## src/hw/lbc_pkg.sv

```systemverilog
// Package of constants for the laser bias configuration register bank.
// Assumes an 8-bit register port fed by the serial host front end on sys_clk.
package lbc_pkg;
   // Register offsets on the 8-bit register port.
   localparam logic [7:0] LBC_ADDR_RANGE   = 8'h04;
   localparam logic [7:0] LBC_ADDR_GAINOFS = 8'h05;
   localparam logic [7:0] LBC_ADDR_MONSEL  = 8'h06;
   localparam logic [7:0] LBC_ADDR_DRIVE   = 8'h20;
   localparam logic [7:0] LBC_ADDR_DAC_HI  = 8'h21;
   // Field positions.
   localparam int LBC_RANGE_BIT  = 0;
   localparam int LBC_GAIN_BIT   = 3;
   localparam int LBC_OFS_LSB    = 0;
   localparam int LBC_OFS_W      = 3;
   localparam int LBC_MON_LSB    = 0;
   localparam int LBC_MON_W      = 2;
   // Writable bit masks; all other bits are reserved.
   localparam logic [7:0] LBC_MASK_RANGE   = 8'h01;
   localparam logic [7:0] LBC_MASK_GAINOFS = 8'h0F;
   localparam logic [7:0] LBC_MASK_MONSEL  = 8'h03;
   // Reset values.
   localparam logic [7:0] LBC_RST_RANGE   = 8'h00;
   localparam logic [7:0] LBC_RST_GAINOFS = 8'h00;
   localparam logic [7:0] LBC_RST_MONSEL  = 8'h03;
   localparam logic [7:0] LBC_RST_DRIVE   = 8'h00;
   // Drive current result width, in 0.25 mA units (max 958).
   localparam int LBC_CUR_W = 10;
   // Offset step of 16 mA expressed in 0.25 mA units at unity gain.
   localparam logic [LBC_CUR_W-1:0] LBC_OFS_STEP_Q = 10'h040;
endpackage : lbc_pkg

```

## src/hw/lbc_drive_calc.sv

```systemverilog
// Combinational drive current calculation for the laser drive converter.
// Assumes code, gain and offset are the next-state values of registers in the same clock domain.
`timescale 1ns/10ps
module lbc_drive_calc
   import lbc_pkg::*;
(
   input  wire logic [7:0]           drive_code,      // Converter code.
   input  wire logic                 gain_half,       // Set for half gain.
   input  wire logic [2:0]           offset_sel,      // Offset step count.
   output logic      [LBC_CUR_W-1:0] current_q        // Drive current, 0.25 mA units.
);
   logic [LBC_CUR_W-1:0] unity_q;                      // Current at unity gain.

   // Unity current is 16 mA per offset step plus code times 0.5 mA.
   always_comb
   begin
      unity_q = LBC_CUR_W'(offset_sel) * LBC_OFS_STEP_Q
              + LBC_CUR_W'({drive_code, 1'b0});
      // Half gain halves the whole sum, giving the 119.75 mA span.
      if (gain_half)
      begin
         current_q = unity_q >> 1;
      end
      else
      begin
         current_q = unity_q;
      end
   end
endmodule : lbc_drive_calc

```

## src/hw/lbc_regs.sv

```systemverilog
// Configuration register bank for the laser bias controller.
// Assumes a serial host front end on sys_clk presenting one-cycle strobes.
`timescale 1ns/10ps
module lbc_regs
   import lbc_pkg::*;
(
   input  wire logic                 sys_clk,             // System clock, 50 MHz.
   input  wire logic                 reset_n,             // Asynchronous reset, active low.
   input  wire logic                 reg_wr_en,           // Write strobe, one cycle.
   input  wire logic                 reg_rd_en,           // Read strobe, one cycle.
   input  wire logic [7:0]           reg_addr,            // Register offset.
   input  wire logic [7:0]           reg_wdata,           // Write data.
   output logic      [7:0]           reg_rdata,           // Read data.
   output logic                      reg_rd_valid,        // Read data valid pulse.
   output logic                      monitor_photodiode_low_range, // Set for 1:8 range.
   output logic                      laser_diode_gain_half,        // Set for half gain.
   output logic      [2:0]           drive_offset_current_sel,     // Offset step count.
   output logic      [1:0]           monitor_output_pin_sel,       // Monitor channel.
   output logic      [7:0]           laser_drive_current_code,     // Converter code.
   output logic                      dac_update,          // Converter load pulse.
   output logic      [LBC_CUR_W-1:0] laser_drive_current_q // Drive current, 0.25 mA.
);

   // Register bank state.
   logic [7:0]           range_ff,   nxt_range;      // Photodiode range register.
   logic [7:0]           gainofs_ff, nxt_gainofs;    // Gain and offset register.
   logic [7:0]           monsel_ff,  nxt_monsel;     // Monitor select register.
   logic [7:0]           drive_ff,   nxt_drive;      // Drive code register.
   logic [7:0]           rdata_ff,   nxt_rdata;      // Read data register.
   logic                 rdv_ff,     nxt_rdv;        // Read valid register.
   logic                 upd_ff,     nxt_upd;        // Converter load register.
   logic [LBC_CUR_W-1:0] cur_ff;                     // Registered drive current.
   logic [LBC_CUR_W-1:0] cur_calc;                   // Drive current from next values.

   // Returns true when the offset falls in the converter register range.
   function automatic logic is_dac_addr(input logic [7:0] addr);
      is_dac_addr = (addr == LBC_ADDR_DRIVE) || (addr == LBC_ADDR_DAC_HI);
   endfunction : is_dac_addr

   // Computes the next register contents from the write strobe.
   always_comb
   begin
      nxt_range   = range_ff;
      nxt_gainofs = gainofs_ff;
      nxt_monsel  = monsel_ff;
      nxt_drive   = drive_ff;
      nxt_upd     = 1'b0;
      if (reg_wr_en)
      begin
         // Masking keeps reserved bits at zero whatever is written.
         if (reg_addr == LBC_ADDR_RANGE)
         begin
            nxt_range = reg_wdata & LBC_MASK_RANGE;
         end
         else if (reg_addr == LBC_ADDR_GAINOFS)
         begin
            nxt_gainofs = reg_wdata & LBC_MASK_GAINOFS;
         end
         else if (reg_addr == LBC_ADDR_MONSEL)
         begin
            nxt_monsel = reg_wdata & LBC_MASK_MONSEL;
         end
         else if (reg_addr == LBC_ADDR_DRIVE)
         begin
            nxt_drive = reg_wdata;
         end
         else
         begin
            // Unmapped offsets are ignored.
            nxt_drive = drive_ff;
         end
         // Any write in the converter range loads it at once.
         nxt_upd = is_dac_addr(reg_addr);
      end
   end

   // Computes the read answer; unmapped and reserved bits read zero.
   always_comb
   begin
      nxt_rdv   = reg_rd_en;
      nxt_rdata = rdata_ff;
      if (reg_rd_en)
      begin
         if (reg_addr == LBC_ADDR_RANGE)
         begin
            nxt_rdata = range_ff;
         end
         else if (reg_addr == LBC_ADDR_GAINOFS)
         begin
            nxt_rdata = gainofs_ff;
         end
         else if (reg_addr == LBC_ADDR_MONSEL)
         begin
            nxt_rdata = monsel_ff;
         end
         else if (reg_addr == LBC_ADDR_DRIVE)
         begin
            nxt_rdata = drive_ff;
         end
         else
         begin
            nxt_rdata = 8'h00;
         end
      end
   end

   // Drive current follows the values that the next edge will hold.
   lbc_drive_calc u_drive_calc
   (
      .drive_code (nxt_drive),
      .gain_half  (nxt_gainofs[LBC_GAIN_BIT]),
      .offset_sel (nxt_gainofs[LBC_OFS_LSB +: LBC_OFS_W]),
      .current_q  (cur_calc)
   );

   // Registers all bank state.
   always_ff @(posedge sys_clk or negedge reset_n)
   begin
      if (!reset_n)
      begin
         range_ff   <= LBC_RST_RANGE;
         gainofs_ff <= LBC_RST_GAINOFS;
         monsel_ff  <= LBC_RST_MONSEL;
         drive_ff   <= LBC_RST_DRIVE;
         rdata_ff   <= 8'h00;
         rdv_ff     <= 1'b0;
         upd_ff     <= 1'b0;
         cur_ff     <= '0;
      end
      else
      begin
         range_ff   <= nxt_range;
         gainofs_ff <= nxt_gainofs;
         monsel_ff  <= nxt_monsel;
         drive_ff   <= nxt_drive;
         rdata_ff   <= nxt_rdata;
         rdv_ff     <= nxt_rdv;
         upd_ff     <= nxt_upd;
         cur_ff     <= cur_calc;
      end
   end

   // Outputs come straight from the registers.
   assign reg_rdata                    = rdata_ff;
   assign reg_rd_valid                 = rdv_ff;
   assign monitor_photodiode_low_range = range_ff[LBC_RANGE_BIT];
   assign laser_diode_gain_half        = gainofs_ff[LBC_GAIN_BIT];
   assign drive_offset_current_sel     = gainofs_ff[LBC_OFS_LSB +: LBC_OFS_W];
   assign monitor_output_pin_sel       = monsel_ff[LBC_MON_LSB +: LBC_MON_W];
   assign laser_drive_current_code     = drive_ff;
   assign dac_update                   = upd_ff;
   assign laser_drive_current_q        = cur_ff;

   // A write to either converter offset pulses the load on the next edge.
   chk_dac_load_pulse : assert property (
      @(posedge sys_clk) disable iff (!reset_n)
      (reg_wr_en && is_dac_addr(reg_addr)) |=> dac_update
         && laser_drive_current_code == $past(reg_addr == LBC_ADDR_DRIVE ? reg_wdata
                                                : laser_drive_current_code))
      else $error("Converter write did not load at once.");

   // No load pulse appears without a converter write.
   chk_dac_no_spur : assert property (
      @(posedge sys_clk) disable iff (!reset_n)
      dac_update |-> $past(reg_wr_en) && is_dac_addr($past(reg_addr)))
      else $error("Converter load without a write.");

   // Clearing the range bit by write yields the 1:1 range.
   chk_range_clear : assert property (
      @(posedge sys_clk) disable iff (!reset_n)
      (reg_wr_en && reg_addr == LBC_ADDR_RANGE)
         |=> monitor_photodiode_low_range == $past(reg_wdata[LBC_RANGE_BIT]))
      else $error("Photodiode range did not follow write.");

   // Full-scale code at unity gain, no offset, gives 127.5 mA.
   chk_drive_unity : assert property (
      @(posedge sys_clk) disable iff (!reset_n)
      (!laser_diode_gain_half && drive_offset_current_sel == 3'h0
         && laser_drive_current_code == 8'hFF) |-> laser_drive_current_q == 10'h1FE)
      else $error("Unity gain span is wrong.");

   // Top offset at unity gain and zero code gives 112 mA.
   chk_offset_top : assert property (
      @(posedge sys_clk) disable iff (!reset_n)
      (!laser_diode_gain_half && drive_offset_current_sel == 3'h7
         && laser_drive_current_code == 8'h00) |-> laser_drive_current_q == 10'h1C0)
      else $error("Top offset current is wrong.");

   // Half gain at full settings gives 119.75 mA.
   chk_drive_half : assert property (
      @(posedge sys_clk) disable iff (!reset_n)
      (laser_diode_gain_half && drive_offset_current_sel == 3'h7
         && laser_drive_current_code == 8'hFF) |-> laser_drive_current_q == 10'h1DF)
      else $error("Half gain span is wrong.");

   // Monitor select holds 3 until written.
   chk_mon_reset : assert property (
      @(posedge sys_clk) disable iff (!reset_n)
      $rose(reset_n) |-> monitor_output_pin_sel == 2'h3)
      else $error("Monitor select reset value is wrong.");

   // Reserved bits of the gain and offset register read back as zero.
   chk_reserved_zero : assert property (
      @(posedge sys_clk) disable iff (!reset_n)
      $past(reg_rd_en) && $past(reg_addr) == LBC_ADDR_GAINOFS |-> reg_rd_valid
         && reg_rdata[7:4] == 4'h0)
      else $error("Reserved bits read as non-zero.");

endmodule : lbc_regs

```

## config.mk

```make
export PLATFORM = sky130hd
export DESIGN_NAME = lbc_regs
export DESIGN_NICKNAME = d
export VERILOG_FILES = /design/src/hw/lbc_pkg.sv /design/src/hw/lbc_drive_calc.sv /design/src/hw/lbc_regs.sv
export SDC_FILE = /design/constraint.sdc
export NUM_CORES = 1
export LEC_CHECK = 0
export ABC_AREA = 1
export BUFFER_PORTS_ARGS = -buffer_cell sky130_fd_sc_hd__buf_2
export CAP_MARGIN = 5
export CORE_MARGIN = 2
export CORE_UTILIZATION = 40
export CTS_BUF_LIST = sky130_fd_sc_hd__clkbuf_2 sky130_fd_sc_hd__clkbuf_4 sky130_fd_sc_hd__clkbuf_8
export DETAILED_ROUTE_END_ITERATION = 10
export PLACE_DENSITY = 0.65
export SLEW_MARGIN = 40
export SYNTH_ARGS = -nofsm -noshare
export SYNTH_HDL_FRONTEND = slang
export SYNTH_SLANG_ARGS = --single-unit
```

## constraint.sdc

```tcl
create_clock -name sys_clk -period 2.1 [get_ports sys_clk]
set_input_delay 0.105 -clock sys_clk [delete_from_list [all_inputs] [get_ports sys_clk]]
set_output_delay 0.105 -clock sys_clk [all_outputs]
set_load 0.1 [all_outputs]
```

# Yosys cells after proc, flatten, opt, wreduce, memory -nomap -nowiden
# Cells that the tools add are included.
totals:
  register_bits: 35
  latchBits: 0
  ramBits: 0
  romBits: 0
  inputBits: 20
  memories: 0
classes:
  add_sub_neg: 1
  multipliers: 0
  n_div: 0
  order_cmp: 0
  n_eq_ne: 5
  n_shift: 0
  muxes: 14
  bitwise: 2
  n_reduce_logical: 3
op_table:
  columns: ["op", "count"]
  rows:
  - ["$mux 8", 9]
  - ["$eq 8x3->1 const B", 3]
  - ["$eq 8x6->1 const B", 2]
  - ["$mux 4", 3]
  - ["$add 9x9->10", 1]
  - ["$mux 10", 1]
  - ["$reduce_and 4->1", 1]
  - ["$not 1->1", 2]
  - ["$reduce_and 2->1", 1]
  - ["$logic_or 1x1->1", 1]
  - ["$mux 1", 1]

# Longest topological paths before layout
logic_depth:
  word_depth: 8
  depth_mapped: 12

# By module
# From an unflattened synthesis, not the netlist that was laid out.
hier_totals:
  hier_cells: 208
  hier_area_um2: 1725.4
by_module_without_submodules:
  columns: ["mod", "n_inst", "cells_each", "area_each_um2"]
  rows:
  - ["lbc_regs", 1, 164, 1502.7]
  - ["lbc_drive_calc", 1, 44, 222.7]

# Worst setup path after synthesis
# OpenSTA, ideal clock, no wires.
synth_path:
  kind: "register to register"
  from: "register gainofs_ff[1]"
  to: "register cur_ff[8] (netlist: laser_drive_current_q[8])"
  setup_ns: 0.117
  t_arrival_ns: 1.925
  t_required_ns: 1.983
  setup_slack_ns: 0.059
  path_stages_with_launch: 8
  n_path_buf: 0
  path_cell_list: "dfrtp_1 nand2_1 o21ai_0 ha_1 a21o_1 a21oi_1 nand3b_1 nand2_1"
synth_between:
  elab_chain_cells: 5
synth_rtl:
  columns: ["element", "line_no", "text"]
  rows:
  - ["start, declared", "lbc_regs.sv:26", "logic [7:0] gainofs_ff, nxt_gainofs;"]
  - ["start signal, assigned", "lbc_regs.sv:133", "gainofs_ff <= nxt_gainofs;"]
  - ["$mux 4", "lbc_regs.sv:55", "else if (reg_addr == LBC_ADDR_GAINOFS)"]
  - ["$mux 4", "lbc_regs.sv:51", "if (reg_addr == LBC_ADDR_RANGE)"]
  - ["$mux 4 *", "lbc_regs.sv:48", "if (reg_wr_en)"]
  - ["net nxt_gainofs[1]", "lbc_regs.sv:26", null]
  - ["$add 9x9->10 *", "lbc_drive_calc.sv:18", "+ LBC_CUR_W'({drive_code, 1'b0});"]
  - ["$mux 10 *", "lbc_drive_calc.sv:20", "if (gain_half)"]
  - ["net cur_calc[8]", "lbc_regs.sv:33", "logic [LBC_CUR_W-1:0] cur_calc;"]
  - ["end signal, assigned", "lbc_regs.sv:139", "cur_ff <= cur_calc;"]
  - ["end, declared", "lbc_regs.sv:32", "logic [LBC_CUR_W-1:0] cur_ff;"]
# The timed path passes the listed nets; every way through them passes the cells marked *.
# A chain may end at the register's enable or synchronous reset.

# Worst setup path in the final report
layout_path:
  from: "input reg_addr[3]"
  to: "register cur_ff[6] (netlist: laser_drive_current_q[6])"
layout_rtl:
  columns: ["element", "line_no", "text"]
  rows:
  - ["start, declared", "lbc_regs.sv:11", "input wire logic [7:0] reg_addr,"]
  - ["$eq 8x3->1", "lbc_regs.sv:55", null]
  - ["$mux 4", "lbc_regs.sv:55", null]
  - ["$mux 4 *", "lbc_regs.sv:51", null]
  - ["$mux 4 *", "lbc_regs.sv:48", null]
  - ["net nxt_gainofs[0]", "lbc_regs.sv:26", null]
  - ["$add 9x9->10 *", "lbc_drive_calc.sv:18", null]
  - ["$mux 10 *", "lbc_drive_calc.sv:20", null]
  - ["net cur_calc[6]", "lbc_regs.sv:33", null]
# Marked as above.

==> reports/qor.yml <==
status: "finished clean"
gr-max-usage-layer: "met2"
whs_ps: 50.4
die_h_um: 70.2
path_max_fanout: 8
synth_nets: 221
path_cells: "buf_2 > inv_2 > nand2_1 > nor2_2 > nand3_4 > o21ai_0 > ha_1 > fa_1 > nand2_1 > nand2_1"
crit_arrival_ps: 1850
vias: 1458
cts-buffers-inserted: 5
fin_crit_ps: 1660
slew_viol_final: 0
grtUsageTotal_pct: 17.6
setup_ws_ps: 437
fin_nets: 282
slew_headroom_pct: 67.4
period_share_pct: 79.2
required_ps: 2280
place_congestion: 0.876
layout_commonest_cell: "nand2_1"
rr_worst_depth: 7
grt_util_met2_pct: 27.8
critPathCaptureType: "flop"
fin_skew_ps: 5.96
r2r-start: "gainofs_ff[0]"
antenna_found_initial: 0
cpPeakStageDelay_ps: 460
cap_violations: 0
min_path_cells: 1
synth.distinct_cells: 27
setup_viol: 0
core-area_sq_um: 4290
clock_latency_ps: 290
clock-sinks: 35
drive_gt1_share_pct: 38.8
timing.rr.end: "laser_drive_current_q[7]"
critPathKind: "input pin to flop"
gr-total-overflow: 0
worst_hold_path_type: "input pin to flop"
post_cts_resized: 0
ir_drop_uv: 326
rrSetupSlack_ps: 460
worst_pin_slew_ps: 492
vias_per_cell: 4.70
min_to: "reg_rd_valid"
drcViolationCount: 0
finalCoreUtilization_pct: 50.7
placementRows: 24
power_mw: 1.60
ys_seq_area_share_pct: 50.1
crit_slowest_cell: "fa_1"
wl_per_cell_um: 12.6
hold_violations: 0
rsz0062_at_grt: "false"
die_w_um: 70.2
tns_ps: 0
port_buffers: 54
syn_area_sq_um: 1750
clock_path_buffers: 2
dpl.hpwl_um: 3030
grt_util_met3_pct: 4.62
ant_nets: 0
dieArea_sq_um: 4930
first_pass_iters: 4
final_cells: 310
final_cell_mix: "nand2_1 (74), buf_2 (53), dfrtp_1 (33)"
fin_area_sq_um: 2180
cellPowerDensity_nw_per_um2: 737
htree_levels: 2
fmax_mhz: 601
place_ws_ps: 140
met1_usage_pct: 23.7
path_depth: 10
hold_start: "reg_rd_en"
p_leak_nw: 1.26
start_kind: "input pin"
antenna_cells: 0
crit_top_cell: "nand2_1"
ys_warn_count: 0
dr.first_iter.drc_count: 80
ys_seq_elements: 35
path_clk_slew_ps: 70
path_buf_inv: 2
initial_utilization_pct: 40.8
cts_tree: "built"
drt-total-wl_um: 3920
grt_pass1_vias: 1470
avgSynthCellArea_sq_um: 8.90
cts-root-buf: "clkbuf_8"
grt_start_max_net_pins: 36
io_pins: 55
synthCells: 197
syn2layout_area_growth_pct: 24.2
place_area_sq_um: 2080
grt_pass1_wl_um: 6850
cp_top_family: "adder cells"
dp.cells: 302
final cells by class:
class	count	area, sq um
clock buffers	6	82.6
clock inverters	1	5.00
fillers	429	2120
inverters	15	56.3
multi-input cells	144	792
flip-flops and latches	35	878
well taps	52	65.1
repair buffers	57	298
flip-flops by register name, indices dropped and copies added (netlist names):
| name | flops |
|---|---|
| dac_update | 1 |
| gainofs_ff | 4 |
| laser_drive_current_code | 8 |
| laser_drive_current_q | 10 |
| monsel_ff | 2 |
| range_ff | 1 |
| reg_rd_valid | 1 |
| reg_rdata | 8 |
power breakdown:
group | leakage [nW] | internal [mW] | total, mW | switching (mW)
Combinational | 0.747 | 0.0656 | 0.389 | 0.323
Sequential | 0.465 | 0.705 | 0.721 | 0.0165
Clock | 0.0470 | 0.257 | 0.495 | 0.237
Yosys cell counts (all sizes together):
library cell | number | share of area (%)
xor2 | 1 | 0.50
dfstp | 2 | 3.0
nand2 | 86 | 21
clkbuf | 1 | 0.21
nand3 | 21 | 9.0
nor2 | 18 | 6.4
nor3 | 1 | 0.29
buf | 2 | 1.3
a21oi | 3 | 1.1
ha | 3 | 2.1
o21ai | 7 | 2.0
dfrtp | 33 | 47
fa | 1 | 1.1
a21o | 1 | 0.43
inv | 15 | 3.2
nand3b | 2 | 1.6
repair_timing:
item	4_1_cts	5_1_grt
endpoints found under the setup margin	0	0
hold buffers	1	0
buffers inserted	0	0
endpoints found under the hold margin	33	0
worst max path at each step:
stage | to | from
after global routing | laser_drive_current_q[8] | reg_addr[3]
after global placement | laser_drive_current_q[6] | reg_addr[3]
final | laser_drive_current_q[6] | reg_addr[3]
after CTS | laser_drive_current_q[6] | reg_addr[5]
after floorplan | laser_drive_current_q[8] | gainofs_ff[1]
after detailed placement | laser_drive_current_q[8] | reg_addr[5]
kinds of logic after synthesis:
| logic type | after synthesis | synth area share (%) |
|---|---|---|
| and+or+nand+nor | 128 | 37.9 |
| xor gates and xnor gates | 1 | 0.500 |
| DFF | 35 | 50.1 |
| AOI/OAI and AO/OA | 11 | 3.50 |
| adders and majority gates | 4 | 3.28 |
| buffers and inverters | 18 | 4.71 |
routing by layer:
| layer | up-vias | share of wire [%] | routed length [um] |
|---|---|---|---|
| met3 | 8 | 4.5 | 177 |
| li1 | 739 | - | - |
| met1 | 674 | 46 | 1790 |
| met4 | 0 | 1.4 | 55 |
| met2 | 37 | 48 | 1890 |
| met5 | - | 0 | 0 |
(Power assumes the default switching activity.)
